## src/jtid_defs.svh

```systemverilog
`ifndef JTID_DEFS_SVH
`define JTID_DEFS_SVH

`define JTID_IR_W 4
`define JTID_SEL_W 5
`define JTID_ID_W 32
`define JTID_SYNC_W 4

`define JTID_IR_EXTEST 4'h0
`define JTID_IR_SCAN_SEL 4'h2
`define JTID_IR_SAMPLE 4'h3
`define JTID_IR_RESTART 4'h4
`define JTID_IR_INTEST 4'hc
`define JTID_IR_IDCODE 4'he
`define JTID_IR_BYPASS 4'hf

`define JTID_IR_CAPTURE 4'h1
`define JTID_SEL_CAPTURE 5'h10
`define JTID_SEL_RESET 5'h03

`endif

```

## src/jtid_pkg.sv

```systemverilog
package jtid_pkg;

    typedef enum logic [15:0] {
        TS_TLR = 16'h0001,
        TS_RTI = 16'h0002,
        TS_SELDR = 16'h0004,
        TS_CAPDR = 16'h0008,
        TS_SHDR = 16'h0010,
        TS_EX1DR = 16'h0020,
        TS_PDR = 16'h0040,
        TS_EX2DR = 16'h0080,
        TS_UPDR = 16'h0100,
        TS_SELIR = 16'h0200,
        TS_CAPIR = 16'h0400,
        TS_SHIR = 16'h0800,
        TS_EX1IR = 16'h1000,
        TS_PIR = 16'h2000,
        TS_EX2IR = 16'h4000,
        TS_UPIR = 16'h8000
    } jtid_tap_t;

    typedef enum logic [3:0] {
        DR_BYP = 4'h1,
        DR_ID = 4'h2,
        DR_SEL = 4'h4,
        DR_CHAIN = 4'h8
    } jtid_dr_t;

endpackage

```

## src/jtid_tap_decode.sv

```systemverilog
// What this block does
// - Sample TDI/TMS on TCK rise, TDO on fall.
// - EXTEST puts chain cells in test mode.
// - EXTEST capture takes system inputs and outputs.
// - EXTEST drives shifted data out only at Update-DR.
// - Chain-select instruction routes select register.
// - Chain-select capture loads pattern 0b10000.
// - Update-DR latches chain number until next select.
// - TAP reset selects chain three.
// - Scan path select register is five bits.
// - INTEST puts chain cells in test mode.
// - INTEST capture takes core and system values.
// - IDCODE routes 32-bit identification register.
// - Identification register loads from tie-off bus.
// - IDCODE keeps scan cells in normal mode.
// - IDCODE captures, shifts, ignores Update-DR.
// - BYPASS routes one-bit bypass register.
// - BYPASS keeps cells normal, pins unaffected.
// - BYPASS capture loads zero.
// - BYPASS delays TDI one TCK, first zero.
// - Update-DR leaves bypass register unchanged.
// - Unassigned instruction codes act as BYPASS.
// - Four-bit IR without parity, captures 0b0001.
// - Shifted IR becomes current only at Update-IR.
// - TAP reset selects IDCODE and exits debug.
// - Restart acts as BYPASS, resumes at idle.
`include "jtid_defs.svh"
module jtid_tap_decode (
    input wire logic CLK_SYS,
    input wire logic SYS_RST,
    input wire logic TCK,
    input wire logic TMS,
    input wire logic TDI,
    input wire logic TRST_N,
    input wire logic [`JTID_ID_W-1:0] ID_CODE_TIE_INPUT,
    input wire logic CHAIN_TDO,
    output logic TDO,
    output logic TDO_EN,
    output logic [`JTID_SEL_W-1:0] CHAIN_SEL,
    output logic CHAIN_CAPTURE,
    output logic CHAIN_SHIFT,
    output logic CHAIN_UPDATE,
    output logic CHAIN_TDI,
    output logic CELL_TEST_MODE,
    output logic EXTEST_ACTIVE,
    output logic INTEST_ACTIVE,
    output logic SAMPLE_ACTIVE,
    output logic DEBUG_EXIT,
    output logic RESTART_REQ
);
    logic [`JTID_SYNC_W-1:0] pins_s;
    logic tck_s, tms_s, tdi_s, tap_rst;
    logic tck_d_r;
    logic tck_rise, tck_fall;

    // TRST_N idles high, so the synchroniser resets it to the inactive level.
    jtid_sync #(.W(`JTID_SYNC_W)) u_sync (
        .clk(CLK_SYS),
        .rst(SYS_RST),
        .d({TRST_N, TDI, TMS, TCK}),
        .rst_val({1'b1, {(`JTID_SYNC_W-1){1'b0}}}),
        .q(pins_s)
    );

    assign tck_s = pins_s[0];
    assign tms_s = pins_s[1];
    assign tdi_s = pins_s[2];
    assign tap_rst = ~pins_s[3];
    assign tck_rise = tck_s & ~tck_d_r;
    assign tck_fall = ~tck_s & tck_d_r;

    jtid_pkg::jtid_tap_t tap_r, tap_nxt;
    jtid_pkg::jtid_dr_t dr_sel;
    logic [`JTID_IR_W-1:0] ir_r, ir_nxt, ir_sh_r, ir_sh_nxt;
    logic [`JTID_ID_W-1:0] id_r, id_nxt;
    logic [`JTID_SEL_W-1:0] sel_sh_r, sel_sh_nxt, chain_sel_nxt;
    logic byp_r, byp_nxt;
    logic tdo_nxt, tdo_en_nxt;
    logic cap_nxt, shf_nxt, upd_nxt, ctdi_nxt;
    logic test_nxt, ext_nxt, int_nxt, smp_nxt, dbg_nxt, rst_req_nxt;

    // Unassigned codes, restart included, fall through to the bypass path.
    always_comb begin
        case (ir_r)
            `JTID_IR_EXTEST: dr_sel = jtid_pkg::DR_CHAIN;
            `JTID_IR_INTEST: dr_sel = jtid_pkg::DR_CHAIN;
            `JTID_IR_SAMPLE: dr_sel = jtid_pkg::DR_CHAIN;
            `JTID_IR_SCAN_SEL: dr_sel = jtid_pkg::DR_SEL;
            `JTID_IR_IDCODE: dr_sel = jtid_pkg::DR_ID;
            default: dr_sel = jtid_pkg::DR_BYP;
        endcase
    end

    always_comb begin
        tap_nxt = tap_r;
        ir_nxt = ir_r;
        ir_sh_nxt = ir_sh_r;
        id_nxt = id_r;
        sel_sh_nxt = sel_sh_r;
        chain_sel_nxt = CHAIN_SEL;
        byp_nxt = byp_r;
        tdo_nxt = TDO;
        tdo_en_nxt = TDO_EN;
        cap_nxt = 1'b0;
        shf_nxt = 1'b0;
        upd_nxt = 1'b0;
        ctdi_nxt = CHAIN_TDI;
        rst_req_nxt = 1'b0;
        if (tck_rise) begin
            case (tap_r)
                jtid_pkg::TS_TLR: tap_nxt = tms_s ? jtid_pkg::TS_TLR
                                                  : jtid_pkg::TS_RTI;
                jtid_pkg::TS_RTI: tap_nxt = tms_s ? jtid_pkg::TS_SELDR
                                                  : jtid_pkg::TS_RTI;
                jtid_pkg::TS_SELDR: tap_nxt = tms_s ? jtid_pkg::TS_SELIR
                                                    : jtid_pkg::TS_CAPDR;
                jtid_pkg::TS_CAPDR: tap_nxt = tms_s ? jtid_pkg::TS_EX1DR
                                                    : jtid_pkg::TS_SHDR;
                jtid_pkg::TS_SHDR: tap_nxt = tms_s ? jtid_pkg::TS_EX1DR
                                                   : jtid_pkg::TS_SHDR;
                jtid_pkg::TS_EX1DR: tap_nxt = tms_s ? jtid_pkg::TS_UPDR
                                                    : jtid_pkg::TS_PDR;
                jtid_pkg::TS_PDR: tap_nxt = tms_s ? jtid_pkg::TS_EX2DR
                                                  : jtid_pkg::TS_PDR;
                jtid_pkg::TS_EX2DR: tap_nxt = tms_s ? jtid_pkg::TS_UPDR
                                                    : jtid_pkg::TS_SHDR;
                jtid_pkg::TS_UPDR: tap_nxt = tms_s ? jtid_pkg::TS_SELDR
                                                   : jtid_pkg::TS_RTI;
                jtid_pkg::TS_SELIR: tap_nxt = tms_s ? jtid_pkg::TS_TLR
                                                    : jtid_pkg::TS_CAPIR;
                jtid_pkg::TS_CAPIR: tap_nxt = tms_s ? jtid_pkg::TS_EX1IR
                                                    : jtid_pkg::TS_SHIR;
                jtid_pkg::TS_SHIR: tap_nxt = tms_s ? jtid_pkg::TS_EX1IR
                                                   : jtid_pkg::TS_SHIR;
                jtid_pkg::TS_EX1IR: tap_nxt = tms_s ? jtid_pkg::TS_UPIR
                                                    : jtid_pkg::TS_PIR;
                jtid_pkg::TS_PIR: tap_nxt = tms_s ? jtid_pkg::TS_EX2IR
                                                  : jtid_pkg::TS_PIR;
                jtid_pkg::TS_EX2IR: tap_nxt = tms_s ? jtid_pkg::TS_UPIR
                                                    : jtid_pkg::TS_SHIR;
                jtid_pkg::TS_UPIR: tap_nxt = tms_s ? jtid_pkg::TS_SELDR
                                                   : jtid_pkg::TS_RTI;
                default: tap_nxt = jtid_pkg::TS_TLR;
            endcase
            case (tap_r)
                jtid_pkg::TS_CAPIR: ir_sh_nxt = `JTID_IR_CAPTURE;
                jtid_pkg::TS_SHIR: ir_sh_nxt = {tdi_s, ir_sh_r[3:1]};
                jtid_pkg::TS_UPIR: ir_nxt = ir_sh_r;
                jtid_pkg::TS_CAPDR: begin
                    case (dr_sel)
                        jtid_pkg::DR_BYP: byp_nxt = 1'b0;
                        jtid_pkg::DR_ID: id_nxt = ID_CODE_TIE_INPUT;
                        jtid_pkg::DR_SEL: sel_sh_nxt = `JTID_SEL_CAPTURE;
                        default: cap_nxt = 1'b1;
                    endcase
                end
                jtid_pkg::TS_SHDR: begin
                    case (dr_sel)
                        jtid_pkg::DR_BYP: byp_nxt = tdi_s;
                        jtid_pkg::DR_ID: id_nxt = {tdi_s, id_r[31:1]};
                        jtid_pkg::DR_SEL: sel_sh_nxt = {tdi_s, sel_sh_r[4:1]};
                        default: begin
                            shf_nxt = 1'b1;
                            ctdi_nxt = tdi_s;
                        end
                    endcase
                end
                jtid_pkg::TS_UPDR: begin
                    // Bypass and identification registers hold here.
                    case (dr_sel)
                        jtid_pkg::DR_SEL: chain_sel_nxt = sel_sh_r;
                        jtid_pkg::DR_CHAIN: upd_nxt = 1'b1;
                        default: upd_nxt = 1'b0;
                    endcase
                end
                default: upd_nxt = 1'b0;
            endcase
            if (tap_nxt == jtid_pkg::TS_RTI && tap_r != jtid_pkg::TS_RTI
                && ir_nxt == `JTID_IR_RESTART) begin
                rst_req_nxt = 1'b1;
            end
        end
        if (tck_fall) begin
            tdo_en_nxt = (tap_r == jtid_pkg::TS_SHDR)
                         || (tap_r == jtid_pkg::TS_SHIR);
            if (tap_r == jtid_pkg::TS_SHIR) begin
                tdo_nxt = ir_sh_r[0];
            end else begin
                case (dr_sel)
                    jtid_pkg::DR_BYP: tdo_nxt = byp_r;
                    jtid_pkg::DR_ID: tdo_nxt = id_r[0];
                    jtid_pkg::DR_SEL: tdo_nxt = sel_sh_r[0];
                    default: tdo_nxt = CHAIN_TDO;
                endcase
            end
        end
        // Test-Logic-Reset holds the decode at its power-up values.
        if (tap_nxt == jtid_pkg::TS_TLR) begin
            ir_nxt = `JTID_IR_IDCODE;
            chain_sel_nxt = `JTID_SEL_RESET;
        end
        test_nxt = (ir_nxt == `JTID_IR_EXTEST)
                   || (ir_nxt == `JTID_IR_INTEST);
        ext_nxt = ir_nxt == `JTID_IR_EXTEST;
        int_nxt = ir_nxt == `JTID_IR_INTEST;
        smp_nxt = ir_nxt == `JTID_IR_SAMPLE;
        dbg_nxt = tap_nxt == jtid_pkg::TS_TLR;
    end

    always_ff @(posedge CLK_SYS) begin
        if (SYS_RST || tap_rst) begin
            tap_r <= jtid_pkg::TS_TLR;
            ir_r <= `JTID_IR_IDCODE;
            ir_sh_r <= `JTID_IR_CAPTURE;
            id_r <= '0;
            sel_sh_r <= '0;
            CHAIN_SEL <= `JTID_SEL_RESET;
            byp_r <= 1'b0;
            TDO <= 1'b0;
            TDO_EN <= 1'b0;
            CHAIN_CAPTURE <= 1'b0;
            CHAIN_SHIFT <= 1'b0;
            CHAIN_UPDATE <= 1'b0;
            CHAIN_TDI <= 1'b0;
            CELL_TEST_MODE <= 1'b0;
            EXTEST_ACTIVE <= 1'b0;
            INTEST_ACTIVE <= 1'b0;
            SAMPLE_ACTIVE <= 1'b0;
            DEBUG_EXIT <= 1'b1;
            RESTART_REQ <= 1'b0;
            tck_d_r <= 1'b0;
        end else begin
            tap_r <= tap_nxt;
            ir_r <= ir_nxt;
            ir_sh_r <= ir_sh_nxt;
            id_r <= id_nxt;
            sel_sh_r <= sel_sh_nxt;
            CHAIN_SEL <= chain_sel_nxt;
            byp_r <= byp_nxt;
            TDO <= tdo_nxt;
            TDO_EN <= tdo_en_nxt;
            CHAIN_CAPTURE <= cap_nxt;
            CHAIN_SHIFT <= shf_nxt;
            CHAIN_UPDATE <= upd_nxt;
            CHAIN_TDI <= ctdi_nxt;
            CELL_TEST_MODE <= test_nxt;
            EXTEST_ACTIVE <= ext_nxt;
            INTEST_ACTIVE <= int_nxt;
            SAMPLE_ACTIVE <= smp_nxt;
            DEBUG_EXIT <= dbg_nxt;
            RESTART_REQ <= rst_req_nxt;
            tck_d_r <= tck_s;
        end
    end
endmodule

```

## src/jtid_sync.sv

```systemverilog
module jtid_sync #(
    parameter int W = 1
) (
    input wire logic clk,
    input wire logic rst,
    input wire logic [W-1:0] d,
    input wire logic [W-1:0] rst_val,
    output logic [W-1:0] q
);
    logic [W-1:0] meta_r;

    // The first stage feeds the second stage only.
    always_ff @(posedge clk) begin
        if (rst) begin
            meta_r <= rst_val;
            q <= rst_val;
        end else begin
            meta_r <= d;
            q <= meta_r;
        end
    end
endmodule

```

## config.mk

```make
export PLATFORM = sky130hd
export DESIGN_NAME = jtid_tap_decode
export DESIGN_NICKNAME = d
export VERILOG_FILES = /design/src/jtid_pkg.sv /design/src/jtid_tap_decode.sv /design/src/jtid_sync.sv
export VERILOG_INCLUDE_DIRS = /design/src
export SDC_FILE = /design/constraint.sdc
export NUM_CORES = 1
export LEC_CHECK = 0
export BUFFER_PORTS_ARGS = -buffer_cell sky130_fd_sc_hd__buf_4
export CAP_MARGIN = 10
export CELL_PAD_IN_SITES_DETAIL_PLACEMENT = 1
export CELL_PAD_IN_SITES_GLOBAL_PLACEMENT = 2
export CORE_MARGIN = 8
export CORE_UTILIZATION = 33
export DETAILED_ROUTE_END_ITERATION = 8
export GPL_ROUTABILITY_DRIVEN = 0
export GPL_TIMING_DRIVEN = 0
export PLACE_DENSITY = 0.89
export SLEW_MARGIN = 30
export SYNTH_ARGS = -nofsm -noshare
export SYNTH_HDL_FRONTEND = slang
export SYNTH_SLANG_ARGS = --single-unit
```

## constraint.sdc

```tcl
create_clock -name CLK_SYS -period 3.1 [get_ports CLK_SYS]
set_clock_uncertainty 0.1 [all_clocks]
set_input_delay 0.155 -clock CLK_SYS [delete_from_list [all_inputs] [get_ports CLK_SYS]]
set_output_delay 0.155 -clock CLK_SYS [all_outputs]
set_load 0.02 [all_outputs]
```

==> impl_metrics.env <==
export IMPL_avgSynthCellArea_sq_um=7.73
export IMPL_dp_hpwl_microns=9660
export IMPL_hold_end="id_r[22]"
export IMPL_r2r_end="id_r[2]"
export IMPL_grt_first_pass_wirelength_microns=21200
export IMPL_io_pins=56
export IMPL_clk_latency_ns=0.35
export IMPL_routedWlPerCell_microns=16.3
export IMPL_overflow=0
export IMPL_crit_path_end_kind="flip-flop"
export IMPL_worstRegToRegCells=10
export IMPL_wl_microns=13000
export IMPL_internal_power_mw=1.91
export IMPL_max_cap_violations=0
export IMPL_cts_made_buffers=9
export IMPL_reg2reg_slack_ns=0.31
export IMPL_dp_slack_ns=0.126
export IMPL_switching_share_pct=22.9
export IMPL_die_area_sq_um=16700
export IMPL_synth_top_area_cell="dfxtp_1"
export IMPL_grt_pass1_vias=4275
export IMPL_synthTopCellsByArea="dfxtp_1 (42%), a21oi_1 (11%), nand2_1 (8.9%)"
export IMPL_min_period_ns=2.79
export IMPL_syn_inst=548
export IMPL_drc=0
export IMPL_period_share_pct=89.9
export IMPL_tightest_slew_ns=0.678
export IMPL_rows=41
export IMPL_grt_util_all_layers_pct=16.1
export IMPL_numPortBuffers=55
export IMPL_critPathLaunchType="flip-flop"
export IMPL_hold_ws_ns=0.0841
export IMPL_maxSlewViolCount=0
export IMPL_p_leak_nw=2.05
export IMPL_grt_max_degree=16
export IMPL_cts_root_buffer_cell="clkbuf_16"
export IMPL_async_reset_ff_share_pct=0
export IMPL_ys_top_cells_by_count="nand2_1 (100), a21oi_1 (89), dfxtp_1 (88), nor2_1 (65), clkbuf_1 (28)"
export IMPL_syn_num_nets=587
export IMPL_powerDensity_nw_per_um2=470
export IMPL_cts_htree_levels=3
export IMPL_yosysWarnings=0
export IMPL_nNetsFinal=662
export IMPL_drtPass1Iterations=6
export IMPL_path_class="flip-flop to flip-flop"
export IMPL_ys_flop_type="dfxtp_1"
export IMPL_syn2layout_area_growth_pct=24.5
export IMPL_antenna_left=0
export IMPL_layout_area_seq_sq_um=1760
export IMPL_synth_cell_type_count=53
export IMPL_die_w_microns=129
export IMPL_clock_sinks=88
export IMPL_core_area_sq_um=12600
export IMPL_min_path_type="primary input to flip-flop"
export IMPL_cp_arrival_ns=2.97
export IMPL_drtIter0Drc=193
export IMPL_holdPathStages=5
export IMPL_hold_viol_final=0
export IMPL_netSwitchingPower_mw=0.568
export IMPL_synth_top_area_share_pct=41.6
export IMPL_die_h_microns=129
export IMPL_synth_seq_cells=88
export IMPL_p_clk_share_pct=48.0
export IMPL_vias=4144
export IMPL_synth_edff_count=0
export IMPL_setup_tns_ns=0
export IMPL_clk_pin_slew_ns=0.06
export IMPL_combPwrFrac_pct=5.9
export IMPL_fillers=1556
export IMPL_required_ns=3.29
export IMPL_yosysMostFrequentCell="nand2_1"
export IMPL_hp_start="ID_CODE_TIE_INPUT[22]"
export IMPL_r2r_start="tap_r[8]"
export IMPL_setup_ws_ns=0.314
export IMPL_cts_buffer_depth=2
export IMPL_num_antenna_cells=0
export IMPL_grt_setup_unrepaired="no"
export IMPL_slowest_stage="nor4_4"
export IMPL_ys_seq_area_share_pct=41.6
export IMPL_multi_input_area_sq_um=2290
export IMPL_cts_tree="yes"
export IMPL_start_util_pct=33.7
export IMPL_antenna_found_initial=0
export IMPL_worst_path_max_fanout=10
export IMPL_via_per_inst=5.18
export IMPL_max_freq_mhz=359
export IMPL_worstPathCellList="clkbuf_1, nor4_4, and2_1, nand4_1, or2_1, buf_2, clkbuf_1, a21oi_1, a21oi_1, nor2_1"
export IMPL_p_seq_share_pct=46.1
export IMPL_post_cts_buffers=0
export IMPL_vdd_drop_max_v=0.000243
export IMPL_syn_area_sq_um=4240
export IMPL_max_stage_delay_ns=0.51
export IMPL_final_core_util_pct=42.0
export IMPL_drive_above_1_share_pct=15.8
export IMPL_status="finished, final reports clean"
export IMPL_setup_violations=0
export IMPL_slew_headroom_pct=54.8
final cells by class:
class,count,share of cell area [%]
Sequential cell,88,33.4
Buffer,42,3.42
Clock inverter,6,1.71
Multi-Input combinational cell,416,43.4
Timing Repair Buffer,64,9.54
Inverter,2,0.142
Tap cell,172,4.08
Clock buffer,10,4.34
layout by cell type (no fill, tap or decap), drive strengths merged, types with 2 or more instances in the layout:
master,count
nor2b,10
mux2i,10
nor4,12
a31oi,4
nand2b,5
or3,5
and2,6
a22oi,2
nor4b,6
inv,4
o41ai,2
o31ai,2
nand3b,3
nor2,65
clkbuf,38
o21ai,11
nand4b,2
buf,69
and3,4
xor2,9
nand4,9
nand2,100
or2,5
xnor2,3
dfxtp,88
and4,2
or4,2
bufinv,2
dlygate4sd3,9
a21oi,90
nand3,17
nor3,16
timing repair:
action,CTS,global route
hold endpoints to repair,9,0
setup endpoints to repair,0,26
hold buffers,9,0
resized for setup,0,1
flip-flops by register name, indices dropped and copies added, names as in the netlist:
| register | flops |
|---|---|
| ir_sh_r | 4 |
| byp_r | 1 |
| SAMPLE_ACTIVE | 1 |
| tap_r | 16 |
| CHAIN_SEL | 5 |
| u_sync.q | 4 |
| sel_sh_r | 5 |
| id_r | 32 |
| RESTART_REQ | 1 |
| CELL_TEST_MODE | 1 |
| u_sync.meta_r | 4 |
| TDO_EN | 1 |
| CHAIN_UPDATE | 1 |
| INTEST_ACTIVE | 1 |
| CHAIN_SHIFT | 1 |
| CHAIN_TDI | 1 |
| tck_d_r | 1 |
| ir_r | 4 |
| TDO | 1 |
| CHAIN_CAPTURE | 1 |
| DEBUG_EXIT | 1 |
| EXTEST_ACTIVE | 1 |
power groups by stage:
stage | combinational (mW) | clock (mW) | sequential [mW]
floorplan | 0.0656 | 0 | 1.17
global placement | 0.137 | 0 | 1.17
detailed placement | 0.138 | 0 | 1.17
CTS | 0.147 | 1.22 | 1.14
global route | 0.161 | 1.26 | 1.14
finish | 0.146 | 1.19 | 1.14
layer usage:
layer	up-vias	track usage (%)	wire length, microns
met5	-	0	0
met4	0	9.74	385
met3	27	3.33	576
met2	98	24.7	5900
met1	1969	20.3	6140
li1	2050	-	-
how the worst max path moves through the flow:
stage | start | end | slack (ns) | cells after the start
4_1_cts | tap_r[8] | id_r[26] | 0.14 | 9
3_5_place_dp | tap_r[8] | id_r[26] | 0.13 | 9
2_1_floorplan | tap_r[3] | CHAIN_SEL[0] | 0.84 | 9
3_3_place_gp | tap_r[8] | id_r[26] | 0.21 | 9
5_1_grt | tap_r[8] | id_r[26] | 0.002 | 9
6_report | tap_r[8] | id_r[2] | 0.31 | 10
cells by family (layout without fill, tap and decap cells):
logic type,count (synthesis),in the layout,synth area share [%]
muxes,10,10,2.36
and+or+nand+nor,273,273,32.8
AOI/OAI and AO/OA,121,121,16.4
buffers and inverters,44,124,4.43
DFF,88,88,41.6
xor gates and xnor gates,12,12,2.48
metrics by stage:
stage               instance area, sq um  power (mW)  std cells
finish                              5280        2.48        800
global route                        5280        2.56        800
CTS                                 5270        2.51        800
detailed placement                  4860        1.31        775
global placement                    4860        1.31        775
floorplan                           4240        1.23        548
worst max-delay path: cells and delay by family (launching register included):
family                 cells  cell delay (ns)
buffers and inverters      3             0.64
AND/OR/NAND/NOR            5             1.41
flip-flops                 1             0.30
AO/OA/AOI/OAI              2             0.27
Note: power is estimated with default switching activity, not from simulation.
